$ cat config.mk
export PLATFORM = sky130hd
export DESIGN_NAME = arg_ramp
export DESIGN_NICKNAME = d
export VERILOG_FILES = /design/src/rtl/arg_pkg.sv /design/src/rtl/arg_ramp.sv /design/src/rtl/arg_scaler.sv
export SDC_FILE = /design/constraint.sdc
export NUM_CORES = 2
export LEC_CHECK = 0
export ABC_CLOCK_PERIOD_IN_PS = 14600
export BUFFER_PORTS_ARGS = -buffer_cell sky130_fd_sc_hd__buf_2
export CAP_MARGIN = 15
export CELL_PAD_IN_SITES_DETAIL_PLACEMENT = 1
export CELL_PAD_IN_SITES_GLOBAL_PLACEMENT = 2
export CORE_UTILIZATION = 35
export CTS_CLUSTER_SIZE = 14
export DETAILED_ROUTE_END_ITERATION = 8
export GPL_TIMING_DRIVEN = 0
export MAX_ROUTING_LAYER = met4
export PLACE_DENSITY_LB_ADDON = 0.1
export SLEW_MARGIN = 20
export SYNTH_ARGS = -nofsm -noshare
export SYNTH_HDL_FRONTEND = slang
export SYNTH_HIERARCHICAL = 1
export SYNTH_SLANG_ARGS = --single-unit
$ cat constraint.sdc
create_clock -name core_clk -period 14.6 [get_ports core_clk]
set_input_delay 0.73 -clock core_clk [delete_from_list [all_inputs] [get_ports core_clk]]
set_output_delay 0.73 -clock core_clk [all_outputs]
set_load 0.01 [all_outputs]
$ cat src/rtl/arg_pkg.sv
// Constants and types shared by the analog ramp generator files.
package arg_pkg;
   localparam int unsigned ARG_CLK_HZ      = 125_000_000;
   localparam int unsigned ARG_TICK_MS     = 100;
   localparam int unsigned ARG_TICK_CYCLES = ARG_CLK_HZ / 1000 * ARG_TICK_MS;
   localparam int          ARG_TICK_W      = 24;
   localparam int          ARG_LW          = 18;
   localparam int          ARG_DW          = 24;
   localparam int          ARG_GW          = 10;
   localparam int          ARG_LANES       = 4;
   localparam int          ARG_LANE_W      = 8;

   typedef logic signed [ARG_LW-1:0] arg_lvl_t;
   typedef logic [14:0]              arg_out_t;
   typedef enum logic [2:0] {S_IDLE, S_LAUNCH, S_RAMP, S_DECEL, S_PARK, S_LOCK} arg_state_e;

   // Register byte addresses.
   localparam logic [5:0] ARG_REG_FIRST  = 6'h00;
   localparam logic [5:0] ARG_REG_SECOND = 6'h04;
   localparam logic [5:0] ARG_REG_CEIL   = 6'h08;
   localparam logic [5:0] ARG_REG_LAUNCH = 6'h0c;
   localparam logic [5:0] ARG_REG_RATE   = 6'h10;
   localparam logic [5:0] ARG_REG_GAIN   = 6'h14;
   localparam logic [5:0] ARG_REG_OFFSET = 6'h18;
   localparam logic [5:0] ARG_REG_LEVEL  = 6'h1c;
   localparam logic [5:0] ARG_REG_SCALED = 6'h20;
   localparam logic [5:0] ARG_REG_STATUS = 6'h24;

   // Status register field positions.
   localparam int ARG_STAT_PH_W = 3;
   localparam int ARG_STAT_EN   = 4;
   localparam int ARG_STAT_SEL  = 5;
   localparam int ARG_STAT_STOP = 6;

   // Setting limits, gain in hundredths.
   localparam arg_lvl_t ARG_LVL_MIN  = -18'sh2710;
   localparam arg_lvl_t ARG_LVL_MAX  = 18'sh4e20;
   localparam arg_lvl_t ARG_OFS_MAX  = 18'sh2710;
   localparam arg_lvl_t ARG_ZERO     = 18'sh0;
   localparam arg_lvl_t ARG_RATE_MIN = 18'sh1;
   localparam arg_lvl_t ARG_RATE_MAX = 18'sh2710;
   localparam arg_lvl_t ARG_GAIN_MAX = 18'sh3e8;
   localparam arg_lvl_t ARG_RATE_DIV = 18'sh0a;
   localparam logic [ARG_DW-1:0] ARG_GAIN_SCALE = 24'h64;
   localparam arg_out_t ARG_OUT_MAX  = 15'h7fff;
   localparam logic [4:0] ARG_DIV_LAST = 5'h17;

   // Reset values of settings.
   localparam arg_lvl_t ARG_RST_RATE = 18'sh64;
   localparam arg_lvl_t ARG_RST_GAIN = 18'sh64;
endpackage : arg_pkg

$ cat src/rtl/arg_ramp.sv
// Analog ramp generator core with its Avalon-MM register slave.
//
// Function
// RL1 - Enable rising loads launch level, holds one 100 ms tick, then ramps.
// RL2 - Enable falling forces the level to the offset at once.
// RL3 - Select low aims at first target, select high at second.
// RL4 - Select change ramps smoothly from present level to new target.
// RL5 - Stop rising ramps to launch level, holds 100 ms, then drops to offset.
// RL6 - After a stop, no restart until stop and enable are both low.
// RL7 - Both targets are signed settings limited to -10000 .. +20000.
// RL8 - Level never exceeds the ceiling setting, range -10000 .. +20000.
// RL9 - Launch level is offset plus launch offset, the latter 0 .. +20000.
// RL10 - Rate is steps per second, 1 .. 10000, for every approach.
// RL11 - Gain ranges 0 .. 10.00, offset ranges -10000 .. +10000.
// RL12 - Output is level minus offset divided by gain, 0 .. 32767.
// RL13 - Level moves and holds are timed only on the 100 ms tick.
// RL14 - Each tick moves one tenth of the rate, landing exactly on target.
// RL15 - Output saturates to 0 .. 32767, also when gain is zero.
//
// Chosen here: the register addresses and the Avalon-MM slave port.
`timescale 1ns/1ns
`default_nettype none
module arg_ramp #(
   parameter int unsigned TICK_CYCLES = arg_pkg::ARG_TICK_CYCLES
) (
   input  wire logic              core_clk,
   input  wire logic              rst,
   input  wire logic              ce,
   input  wire logic              enableIn,
   input  wire logic              selectIn,
   input  wire logic              decelHaltInput,
   input  wire logic [5:0]        avs_address,
   input  wire logic              avs_read,
   input  wire logic              avs_write,
   input  wire logic [31:0]       avs_writedata,
   input  wire logic [3:0]        avs_byteenable,
   output logic [31:0]            avs_readdata,
   output logic                   avs_waitrequest,
   output arg_pkg::arg_lvl_t      currentLevel,
   output logic [15:0]            scaledAnalogOut
);
   import arg_pkg::*;

   typedef struct packed {
      arg_state_e            phase;
      logic                  prevEn;
      logic                  prevStop;
      logic [ARG_TICK_W-1:0] tickCnt;
      logic                  tick;
      arg_lvl_t              level;
      arg_lvl_t              firstTargetLevel;
      arg_lvl_t              secondTargetLevel;
      arg_lvl_t              levelCeiling;
      arg_lvl_t              launchLevelOffset;
      arg_lvl_t              rate;
      arg_lvl_t              gain;
      arg_lvl_t              offset;
      logic                  waitReq;
      logic [31:0]           rdata;
      logic [15:0]           scaled;
   } arg_core_s;

   localparam arg_core_s CORE_RST = '{
      phase:        S_IDLE,
      waitReq:      1'b1,
      levelCeiling: ARG_LVL_MAX,
      rate:         ARG_RST_RATE,
      gain:         ARG_RST_GAIN,
      default:      '0
   };

   arg_core_s          s;
   arg_core_s          next_s;
   logic               enRise;
   logic               enFall;
   logic               stopRise;
   arg_lvl_t           launchSum;
   arg_lvl_t           launchLvl;
   arg_lvl_t           targetRaw;
   arg_lvl_t           target;
   arg_lvl_t           stepRaw;
   arg_lvl_t           step;
   arg_lvl_t           levelDiff;
   arg_out_t           scalerOut;
   logic [31:0]        beMask;
   logic [31:0]        rdMux;
   logic signed [31:0] wrWord;

   function automatic arg_lvl_t arg_clamp(logic signed [31:0] v, arg_lvl_t lo, arg_lvl_t hi);
      if (v < 32'(lo)) begin
         return lo;
      end else if (v > 32'(hi)) begin
         return hi;
      end
      return ARG_LW'(v);
   endfunction : arg_clamp

   // Moves by at most one step and stops on the goal instead of passing it.
   function automatic arg_lvl_t arg_approach(arg_lvl_t cur, arg_lvl_t goal, arg_lvl_t stp);
      if (cur < goal) begin
         return (goal - cur > stp) ? cur + stp : goal;
      end
      return (cur - goal > stp) ? cur - stp : goal;
   endfunction : arg_approach

   for (genvar i = 0; i < ARG_LANES; i++) begin : g_lane
      assign beMask[ARG_LANE_W*i +: ARG_LANE_W] = {ARG_LANE_W{avs_byteenable[i]}};
   end

   assign enRise    = enableIn & ~s.prevEn;
   assign enFall    = ~enableIn & s.prevEn;
   assign stopRise  = decelHaltInput & ~s.prevStop;
   assign launchSum = s.offset + s.launchLevelOffset; // RL9
   assign launchLvl = (launchSum > s.levelCeiling) ? s.levelCeiling : launchSum; // RL8
   assign targetRaw = selectIn ? s.secondTargetLevel : s.firstTargetLevel; // RL3
   assign target    = (targetRaw > s.levelCeiling) ? s.levelCeiling : targetRaw; // RL8
   assign stepRaw   = s.rate / ARG_RATE_DIV; // RL14
   assign step      = (stepRaw < ARG_RATE_MIN) ? ARG_RATE_MIN : stepRaw; // RL10
   assign levelDiff = s.level - s.offset; // RL12

   assign avs_readdata    = s.rdata;
   assign avs_waitrequest = s.waitReq;
   assign currentLevel    = s.level;
   assign scaledAnalogOut = s.scaled;

   arg_scaler u_scaler (
      .core_clk  (core_clk),
      .rst       (rst),
      .ce        (ce),
      .levelDiff (levelDiff),
      .gain      (s.gain),
      .scaled    (scalerOut)
   );

   always_comb begin
      next_s = s;
      rdMux  = '0;
      if (avs_address == ARG_REG_FIRST) begin
         rdMux = 32'(s.firstTargetLevel);
      end else if (avs_address == ARG_REG_SECOND) begin
         rdMux = 32'(s.secondTargetLevel);
      end else if (avs_address == ARG_REG_CEIL) begin
         rdMux = 32'(s.levelCeiling);
      end else if (avs_address == ARG_REG_LAUNCH) begin
         rdMux = 32'(s.launchLevelOffset);
      end else if (avs_address == ARG_REG_RATE) begin
         rdMux = 32'(s.rate);
      end else if (avs_address == ARG_REG_GAIN) begin
         rdMux = 32'(s.gain);
      end else if (avs_address == ARG_REG_OFFSET) begin
         rdMux = 32'(s.offset);
      end else if (avs_address == ARG_REG_LEVEL) begin
         rdMux = 32'(s.level);
      end else if (avs_address == ARG_REG_SCALED) begin
         rdMux = 32'(s.scaled);
      end else if (avs_address == ARG_REG_STATUS) begin
         rdMux[ARG_STAT_PH_W-1:0] = s.phase;
         rdMux[ARG_STAT_EN]       = enableIn;
         rdMux[ARG_STAT_SEL]      = selectIn;
         rdMux[ARG_STAT_STOP]     = decelHaltInput;
      end
      wrWord = signed'((rdMux & ~beMask) | (avs_writedata & beMask));

      // One wait cycle per request, then a single cycle with waitrequest low.
      if (!s.waitReq) begin
         next_s.waitReq = 1'b1;
      end else if (avs_read || avs_write) begin
         next_s.waitReq = 1'b0;
         next_s.rdata   = rdMux;
      end

      // Writes land where the master sees waitrequest low; values are limited.
      if (!s.waitReq && avs_write) begin
         if (avs_address == ARG_REG_FIRST) begin
            next_s.firstTargetLevel = arg_clamp(wrWord, ARG_LVL_MIN, ARG_LVL_MAX); // RL7
         end else if (avs_address == ARG_REG_SECOND) begin
            next_s.secondTargetLevel = arg_clamp(wrWord, ARG_LVL_MIN, ARG_LVL_MAX); // RL7
         end else if (avs_address == ARG_REG_CEIL) begin
            next_s.levelCeiling = arg_clamp(wrWord, ARG_LVL_MIN, ARG_LVL_MAX); // RL8
         end else if (avs_address == ARG_REG_LAUNCH) begin
            next_s.launchLevelOffset = arg_clamp(wrWord, ARG_ZERO, ARG_LVL_MAX); // RL9
         end else if (avs_address == ARG_REG_RATE) begin
            next_s.rate = arg_clamp(wrWord, ARG_RATE_MIN, ARG_RATE_MAX); // RL10
         end else if (avs_address == ARG_REG_GAIN) begin
            next_s.gain = arg_clamp(wrWord, ARG_ZERO, ARG_GAIN_MAX); // RL11
         end else if (avs_address == ARG_REG_OFFSET) begin
            next_s.offset = arg_clamp(wrWord, -ARG_OFS_MAX, ARG_OFS_MAX); // RL11
         end
      end

      // Update tick.
      next_s.tick = 1'b0;
      if (s.tickCnt == ARG_TICK_W'(TICK_CYCLES - 1)) begin
         next_s.tickCnt = '0;
         next_s.tick    = 1'b1; // RL13
      end else begin
         next_s.tickCnt = s.tickCnt + 1'b1;
      end

      next_s.prevEn   = enableIn;
      next_s.prevStop = decelHaltInput;

      case (s.phase)
         S_IDLE: begin
            next_s.level = s.offset;
            if (enRise) begin
               next_s.level = launchLvl; // RL1
               next_s.phase = S_LAUNCH;
            end
         end
         S_LAUNCH: begin
            if (s.tick) begin
               next_s.phase = S_RAMP; // RL1
            end
         end
         S_RAMP: begin
            if (s.tick) begin
               next_s.level = arg_approach(s.level, target, step); // RL4
            end
         end
         S_DECEL: begin
            if (s.level == launchLvl) begin
               next_s.phase = S_PARK; // RL5
            end else if (s.tick) begin
               next_s.level = arg_approach(s.level, launchLvl, step); // RL5
            end
         end
         S_PARK: begin
            if (s.tick) begin
               next_s.level = s.offset; // RL5
               next_s.phase = S_LOCK;
            end
         end
         S_LOCK: begin
            next_s.level = s.offset;
            if (!enableIn && !decelHaltInput) begin
               next_s.phase = S_IDLE; // RL6
            end
         end
         default: begin
            next_s.phase = S_IDLE;
         end
      endcase

      if (stopRise) begin
         if (s.phase == S_LAUNCH || s.phase == S_RAMP) begin
            next_s.phase = S_DECEL; // RL5
         end else if (s.phase == S_IDLE) begin
            next_s.level = s.offset;
            next_s.phase = S_LOCK; // RL6
         end
      end

      if (enFall) begin
         next_s.level = s.offset; // RL2
         if (stopRise || s.phase == S_DECEL || s.phase == S_PARK || s.phase == S_LOCK) begin
            next_s.phase = S_LOCK; // RL6
         end else begin
            next_s.phase = S_IDLE;
         end
      end

      if (next_s.level > next_s.levelCeiling) begin
         next_s.level = next_s.levelCeiling; // RL8
      end

      next_s.scaled = {1'b0, scalerOut}; // RL12
   end

   always_ff @(posedge core_clk) begin
      if (rst) begin
         s <= CORE_RST;
      end else if (ce) begin
         s <= next_s;
      end
   end

   level_below_ceiling_a: assert property ( // RL8
      @(posedge core_clk) disable iff (rst)
      s.level <= s.levelCeiling)
      else $error("Level is above the ceiling.");

   enable_drop_a: assert property ( // RL2
      @(posedge core_clk) disable iff (rst)
      ce && enFall && !avs_write && s.offset <= s.levelCeiling |=> s.level == $past(s.offset))
      else $error("Enable fall did not force the offset level.");

   launch_start_a: assert property ( // RL1
      @(posedge core_clk) disable iff (rst)
      ce && s.phase == S_IDLE && enRise && !stopRise && !avs_write
      |=> s.phase == S_LAUNCH && s.level == $past(launchLvl))
      else $error("Enable rise did not load the launch level.");

   launch_hold_a: assert property ( // RL13
      @(posedge core_clk) disable iff (rst)
      ce && s.phase == S_LAUNCH && !s.tick && !enFall && !stopRise && !avs_write
      |=> s.phase == S_LAUNCH && $stable(s.level))
      else $error("Launch level left before the tick.");

   ramp_step_a: assert property ( // RL14
      @(posedge core_clk) disable iff (rst)
      ce && s.phase == S_RAMP && s.tick && !enFall && !stopRise && !avs_write
      |=> (s.level - $past(s.level) <= $past(step)) && ($past(s.level) - s.level <= $past(step)))
      else $error("Ramp moved by more than one step.");

   first_target_a: assert property ( // RL3
      @(posedge core_clk) disable iff (rst)
      ce && s.phase == S_RAMP && s.tick && !selectIn && !enFall && !stopRise && !avs_write
      && s.level == s.firstTargetLevel |=> s.level == $past(s.firstTargetLevel))
      else $error("Ramp left the first target level.");

   lock_hold_a: assert property ( // RL6
      @(posedge core_clk) disable iff (rst)
      ce && s.phase == S_LOCK && (enableIn || decelHaltInput) |=> s.phase == S_LOCK)
      else $error("Restart allowed while stop or enable is high.");

   park_release_a: assert property ( // RL5
      @(posedge core_clk) disable iff (rst)
      ce && s.phase == S_PARK && s.tick && !enFall && !avs_write && s.offset <= s.levelCeiling
      |=> s.phase == S_LOCK && s.level == $past(s.offset))
      else $error("Stop hold did not end at the offset level.");

   target_range_a: assert property ( // RL7
      @(posedge core_clk) disable iff (rst)
      s.secondTargetLevel >= ARG_LVL_MIN && s.secondTargetLevel <= ARG_LVL_MAX)
      else $error("Second target outside its range.");

   bus_wait_a: assert property (
      @(posedge core_clk) disable iff (rst)
      ce && !avs_waitrequest |=> avs_waitrequest)
      else $error("Waitrequest low for more than one cycle.");
endmodule : arg_ramp
`default_nettype wire

$ cat src/rtl/arg_scaler.sv
// Sequential divider that scales the ramp level to the analog output word.
`timescale 1ns/1ns
`default_nettype none
module arg_scaler (
   input  wire logic              core_clk,
   input  wire logic              rst,
   input  wire logic              ce,
   input  wire arg_pkg::arg_lvl_t levelDiff,
   input  wire arg_pkg::arg_lvl_t gain,
   output arg_pkg::arg_out_t      scaled
);
   import arg_pkg::*;

   typedef struct packed {
      logic              busy;
      logic [4:0]        cnt;
      logic [ARG_GW-1:0] rem;
      logic [ARG_DW-1:0] dvd;
      logic [ARG_DW-1:0] quo;
      logic [ARG_GW-1:0] dvs;
      arg_out_t          res;
   } arg_div_s;

   arg_div_s          d;
   arg_div_s          next_d;
   logic [ARG_GW:0]   trial;
   logic [ARG_DW-1:0] quoNew;

   assign scaled = d.res;

   // Restoring division, one quotient bit per cycle; the dividend carries the
   // factor of one hundred that the hundredths gain needs.
   always_comb begin
      next_d = d;
      trial  = {d.rem, d.dvd[ARG_DW-1]};
      quoNew = {d.quo[ARG_DW-2:0], 1'b0};
      if (!d.busy) begin
         if (levelDiff <= ARG_ZERO) begin
            next_d.res = '0; // RL15
         end else if (gain == ARG_ZERO) begin
            next_d.res = ARG_OUT_MAX; // RL15
         end else begin
            next_d.busy = 1'b1;
            next_d.cnt  = '0;
            next_d.rem  = '0;
            next_d.quo  = '0;
            next_d.dvs  = gain[ARG_GW-1:0];
            next_d.dvd  = ARG_DW'(levelDiff) * ARG_GAIN_SCALE; // RL12
         end
      end else begin
         if (trial >= {1'b0, d.dvs}) begin
            next_d.rem = ARG_GW'(trial - {1'b0, d.dvs});
            quoNew[0]  = 1'b1;
         end else begin
            next_d.rem = trial[ARG_GW-1:0];
         end
         next_d.quo = quoNew;
         next_d.dvd = {d.dvd[ARG_DW-2:0], 1'b0};
         next_d.cnt = d.cnt + 1'b1;
         if (d.cnt == ARG_DIV_LAST) begin
            next_d.busy = 1'b0;
            if (quoNew > ARG_DW'(ARG_OUT_MAX)) begin
               next_d.res = ARG_OUT_MAX; // RL15
            end else begin
               next_d.res = quoNew[$bits(arg_out_t)-1:0]; // RL12
            end
         end
      end
   end

   always_ff @(posedge core_clk) begin
      if (rst) begin
         d <= '0;
      end else if (ce) begin
         d <= next_d;
      end
   end
endmodule : arg_scaler
`default_nettype wire

==> results.txt <==
* Run status: finished with violations
* Violations in the final reports: design-rule violations, negative setup slack
* Core Box Area: 88370 sq um
- Measured slew at the worst slew-check pin: approximately 1.2 ns
- Count of maximum capacitance violations: 0
* Seq/Total Area, Yosys: 18.85%
* I/O pin count: 117
- The floorplan has 109 rows.
* Cell Count, Final, Fillers Out: 5548
- The number of antenna violations at the first check in global routing came to 0.
- Max-slew violations: 0
- Final worst hold slack: 0.4655 ns
- Slowest cell on the critical path: sky130_fd_sc_hd__dfxtp_4
- Count of buffers from port buffering: 110
- Setup repair after global routing could not meet its margin everywhere.
* P_leak: roughly 16 nW
- Counting flops with a built-in enable in the synthesized netlist gives 0.
- Clock edge transition at the registers on the reported setup and hold paths: approximately 0.060 ns
* Clock tree from TritonCTS: built
- Type of origin of the critical path: flop
* Number of filler instances in the final layout: about 11k
- The worst setup path is of the reg2reg kind.
- In the post-synthesis netlist, the biggest area contributors are sky130_fd_sc_hd__dfxtp_1 (19%), sky130_fd_sc_hd__ha_1 (14%), sky130_fd_sc_hd__a21oi_1 (5.2%).
* Final-report setup violation count: 18
- Fraction of final layout cells sized beyond drive strength 1: 17.07%
* Sum of overflow across all layers after global routing: 0
* Min cycle time layout: 14.74 ns
- Area of the multi-input gates: 23960 sq um
- Count leader, synth: sky130_fd_sc_hd__nor2_1
* Placement Setup Slack: -4.873 ns
* Finished layout cell area: between 30000 and 40000 sq um
* Remaining number of nets flagged by the antenna check after routing: 0
- Full die area: 90410 sq um
* Placed standard-cell area: 33280 sq um
- The biggest area contributor in the post-synthesis netlist is sky130_fd_sc_hd__dfxtp_1.
- Of all flip-flops after synthesis, the portion carrying an async set or reset was 0%.
- In this run, CTS created clock tree buffers numbering 36.
* Insertion delay of the later-clocked pin in the worst-skew pair: 0.57 ns
- The final route contains between 30k and 40k vias.
- Detailed placement ended at an HPWL of 114300 um.
- Dividing the final minimum period by the clock period gives 101.0%.
* Mean area per synthesized cell: 7.649 sq um
- Across every metal layer, demand over resource in global routing totals 32.18%.
- Power comes to 4.827 mW.
* Count of state elements after synthesis: 294
- Post-Synthesis Cells: 4082
* Final core occ: 41.82%
- Maximum number of pins on one net before global-route repair: 17
- Clock root cell: sky130_fd_sc_hd__clkbuf_16
- The longest clock path from root to sink contains 3 buffers.
- The H-tree was split into 2 levels.
- Number of clock sinks: 294
- Using the TritonRoute via totals, the vias-per-cell ratio works out to 5.879.
* Kind of capture point of the worst setup path: flop
* Net total in the final layout: 4770
* Total number of yosys warnings: 6
- Initial core utilization: between 30% and 40%
- PnR worst setup slack: -0.1406 ns
- For this run, the leading register cell type out of synthesis is sky130_fd_sc_hd__dfxtp_1.
- The worst-case IR drop observed on VDD is approximately 0.11 mV.
- For this block, the initial DRC count from the detailed router was 2277.
- Number of global-route vias before repair: ~32k
- For the worst setup path, the data arrival time is 15.20 ns.
* Worst path required time: 15.06 ns
* Iteration count of the initial detailed-routing pass: 7
* Register Area: 5904 sq um
- For the final routed database, the setup TNS stands at -1.777 ns.
- Number of hold violations in the final report: 0
- Largest fanout on the critical path: 7
- After detailed routing, the number of remaining DRC violations is 4.
- Number of distinct standard cells referenced by the synthesized netlist: about 120
* Final setup skew: 0.01900 ns
- Area delta synth->final: 18.37%
- Max Freq: 0.06784 GHz
* Wire length of the first global-routing pass: 213100 um
- Net count after synthesis: 4497
- After detailed placement, the design holds a cell count of around 5.4k.
* Worst relative slew slack: 16.59%
- At the end of routability-driven placement, the weighted congestion stood at 0.9693.
- Worst min path class: reg2reg
* Top cells by count, synth: sky130_fd_sc_hd__nor2_1 (434), sky130_fd_sc_hd__ha_1 (339), sky130_fd_sc_hd__a21oi_1 (326)
* Number of hold-repair buffers added at the cts stage: 0
- Die height: 300.7 um
- Power per unit of standard cell area: around 130 nW/um^2
* Wire length per cell: 26.28 um
* Biggest cell delay along the critical path: 0.42 ns
- The routed design has around 150000 um of wire.
* Area fraction of the dominant cell type after synthesis: 18.85%
- Summed instance area of the synthesized netlist: 31220 sq um
- Die W: roughly 300 um
[cells by family after synthesis]
logic type | Yosys count | synth area share (%)
XOR/XNOR | 200 | 5.718
flip-flops | 294 | 18.85
multiplexers | 157 | 5.658
AO/OA/AOI/OAI | 1245 | 27.25
adder cells (fa/ha/maj) | 366 | 15.28
other | 1 | 0.01201
buffers and inverters | 594 | 8.640
AND/OR/NAND/NOR | 1225 | 18.59
[cells in the final DEF (no fill, tap or decap), types with 20 or more instances in the layout]
master	Yosys	routed
sky130_fd_sc_hd__xor2_1	74	73
sky130_fd_sc_hd__o31ai_1	24	20
sky130_fd_sc_hd__a21oi_1	326	301
sky130_fd_sc_hd__o211ai_1	47	47
sky130_fd_sc_hd__clkbuf_16	0	40
sky130_fd_sc_hd__buf_4	97	200
sky130_fd_sc_hd__a22oi_1	79	79
sky130_fd_sc_hd__nand2b_1	53	51
sky130_fd_sc_hd__o21a_1	38	36
sky130_fd_sc_hd__inv_1	296	292
sky130_fd_sc_hd__xnor2_1	123	117
sky130_fd_sc_hd__nor2_1	434	429
sky130_fd_sc_hd__a31oi_1	23	22
sky130_fd_sc_hd__a21oi_2	5	25
sky130_fd_sc_hd__o21bai_1	50	50
sky130_fd_sc_hd__ha_1	339	331
sky130_fd_sc_hd__a211oi_1	64	56
sky130_fd_sc_hd__dfxtp_1	294	285
sky130_fd_sc_hd__a221o_1	25	25
sky130_fd_sc_hd__o21ai_1	15	40
sky130_fd_sc_hd__clkbuf_1	153	145
sky130_fd_sc_hd__and2_1	34	30
sky130_fd_sc_hd__mux2i_1	111	104
sky130_fd_sc_hd__nand2_1	308	299
sky130_fd_sc_hd__o21ai_0	211	168
sky130_fd_sc_hd__nand4_1	64	64
sky130_fd_sc_hd__nor2b_1	40	39
sky130_fd_sc_hd__a21o_1	81	80
sky130_fd_sc_hd__buf_2	20	132
sky130_fd_sc_hd__buf_6	9	28
sky130_fd_sc_hd__nand3_1	78	73
sky130_fd_sc_hd__mux2_2	33	33
sky130_fd_sc_hd__fa_1	26	26
sky130_fd_sc_hd__nor3_1	77	70
sky130_fd_sc_hd__a221oi_1	36	33
[where the power goes]
| part | leakage [nW] | internal (mW) | switching, mW |
|---|---|---|---|
| Combinational | 12.6 | 1.24 | 1.74 |
| Clock | 0.568 | 0.514 | 0.401 |
| Sequential | 2.39 | 0.846 | 0.0788 |
| Total | 15.5 | 2.60 | 2.22 |
[area by class of cell]
type / instances / share of cell area [%]
Multi-Input combinational cell: 3194 / 64.83
Tap cell: 1165 / 3.944
Clock inverter: 16 / 0.4198
Buffer: 294 / 4.739
Antenna cell: 1 / 0.006770
Timing Repair Buffer: 237 / 4.282
Clock buffer: 49 / 2.759
Sequential cell: 294 / 15.97
Inverter: 298 / 3.047
[final timing paths]
check | start | cells past startpoint | endpoint | slack, ns
min | u_scaler/scaled[10]$_SDFFE_PP0P_ | 2 | u_scaler/scaled[10]$_SDFFE_PP0P_ | 0.47
max | s[85]$_SDFFE_PP0P_ | 84 | currentLevel[17]$_SDFFE_PP0P_ | -0.14
max reg2reg | s[85]$_SDFFE_PP0P_ | 84 | currentLevel[17]$_SDFFE_PP0P_ | -0.14
min reg2reg | u_scaler/scaled[10]$_SDFFE_PP0P_ | 2 | u_scaler/scaled[10]$_SDFFE_PP0P_ | 0.47
[registers in the layout (all words and copies together), names as in the netlist]
name	flops
avs_waitrequest	1
avs_readdata	18
u_scaler/scaled	15
currentLevel	18
s	156
scaledAnalogOut	15
u_scaler/d	71
[layer usage]
layer / wire length [um] / global-route usage (%) / vias to the layer above
li1: - / - / 15186
met1: 66370 / 42.40 / 16045
met2: 65160 / 50.41 / 1080
met3: 6816 / 2.532 / 308
met4: 7457 / 13.84 / 0
met5: 0 / - / -
[what timing repair did]
item,in CTS,in global routing
cloned,2,3
endpoints found under the setup margin,18,18
setup buffers,78,41
pin swaps,93,44
resized for setup,258,106
endpoints found under the hold margin,0,0
[worst max-delay path, delay by kind of cell (launching register included)]
kind,cells,cell delay (ns)
AO/OA/AOI/OAI,41,7.44
XOR/XNOR,3,0.82
adder cells (fa/ha/maj),6,1.31
buffers and inverters,10,1.38
flip-flops,1,0.42
multiplexers,2,0.41
AND/OR/NAND/NOR,22,2.83
Note: power is estimated with default switching activity, not from simulation.
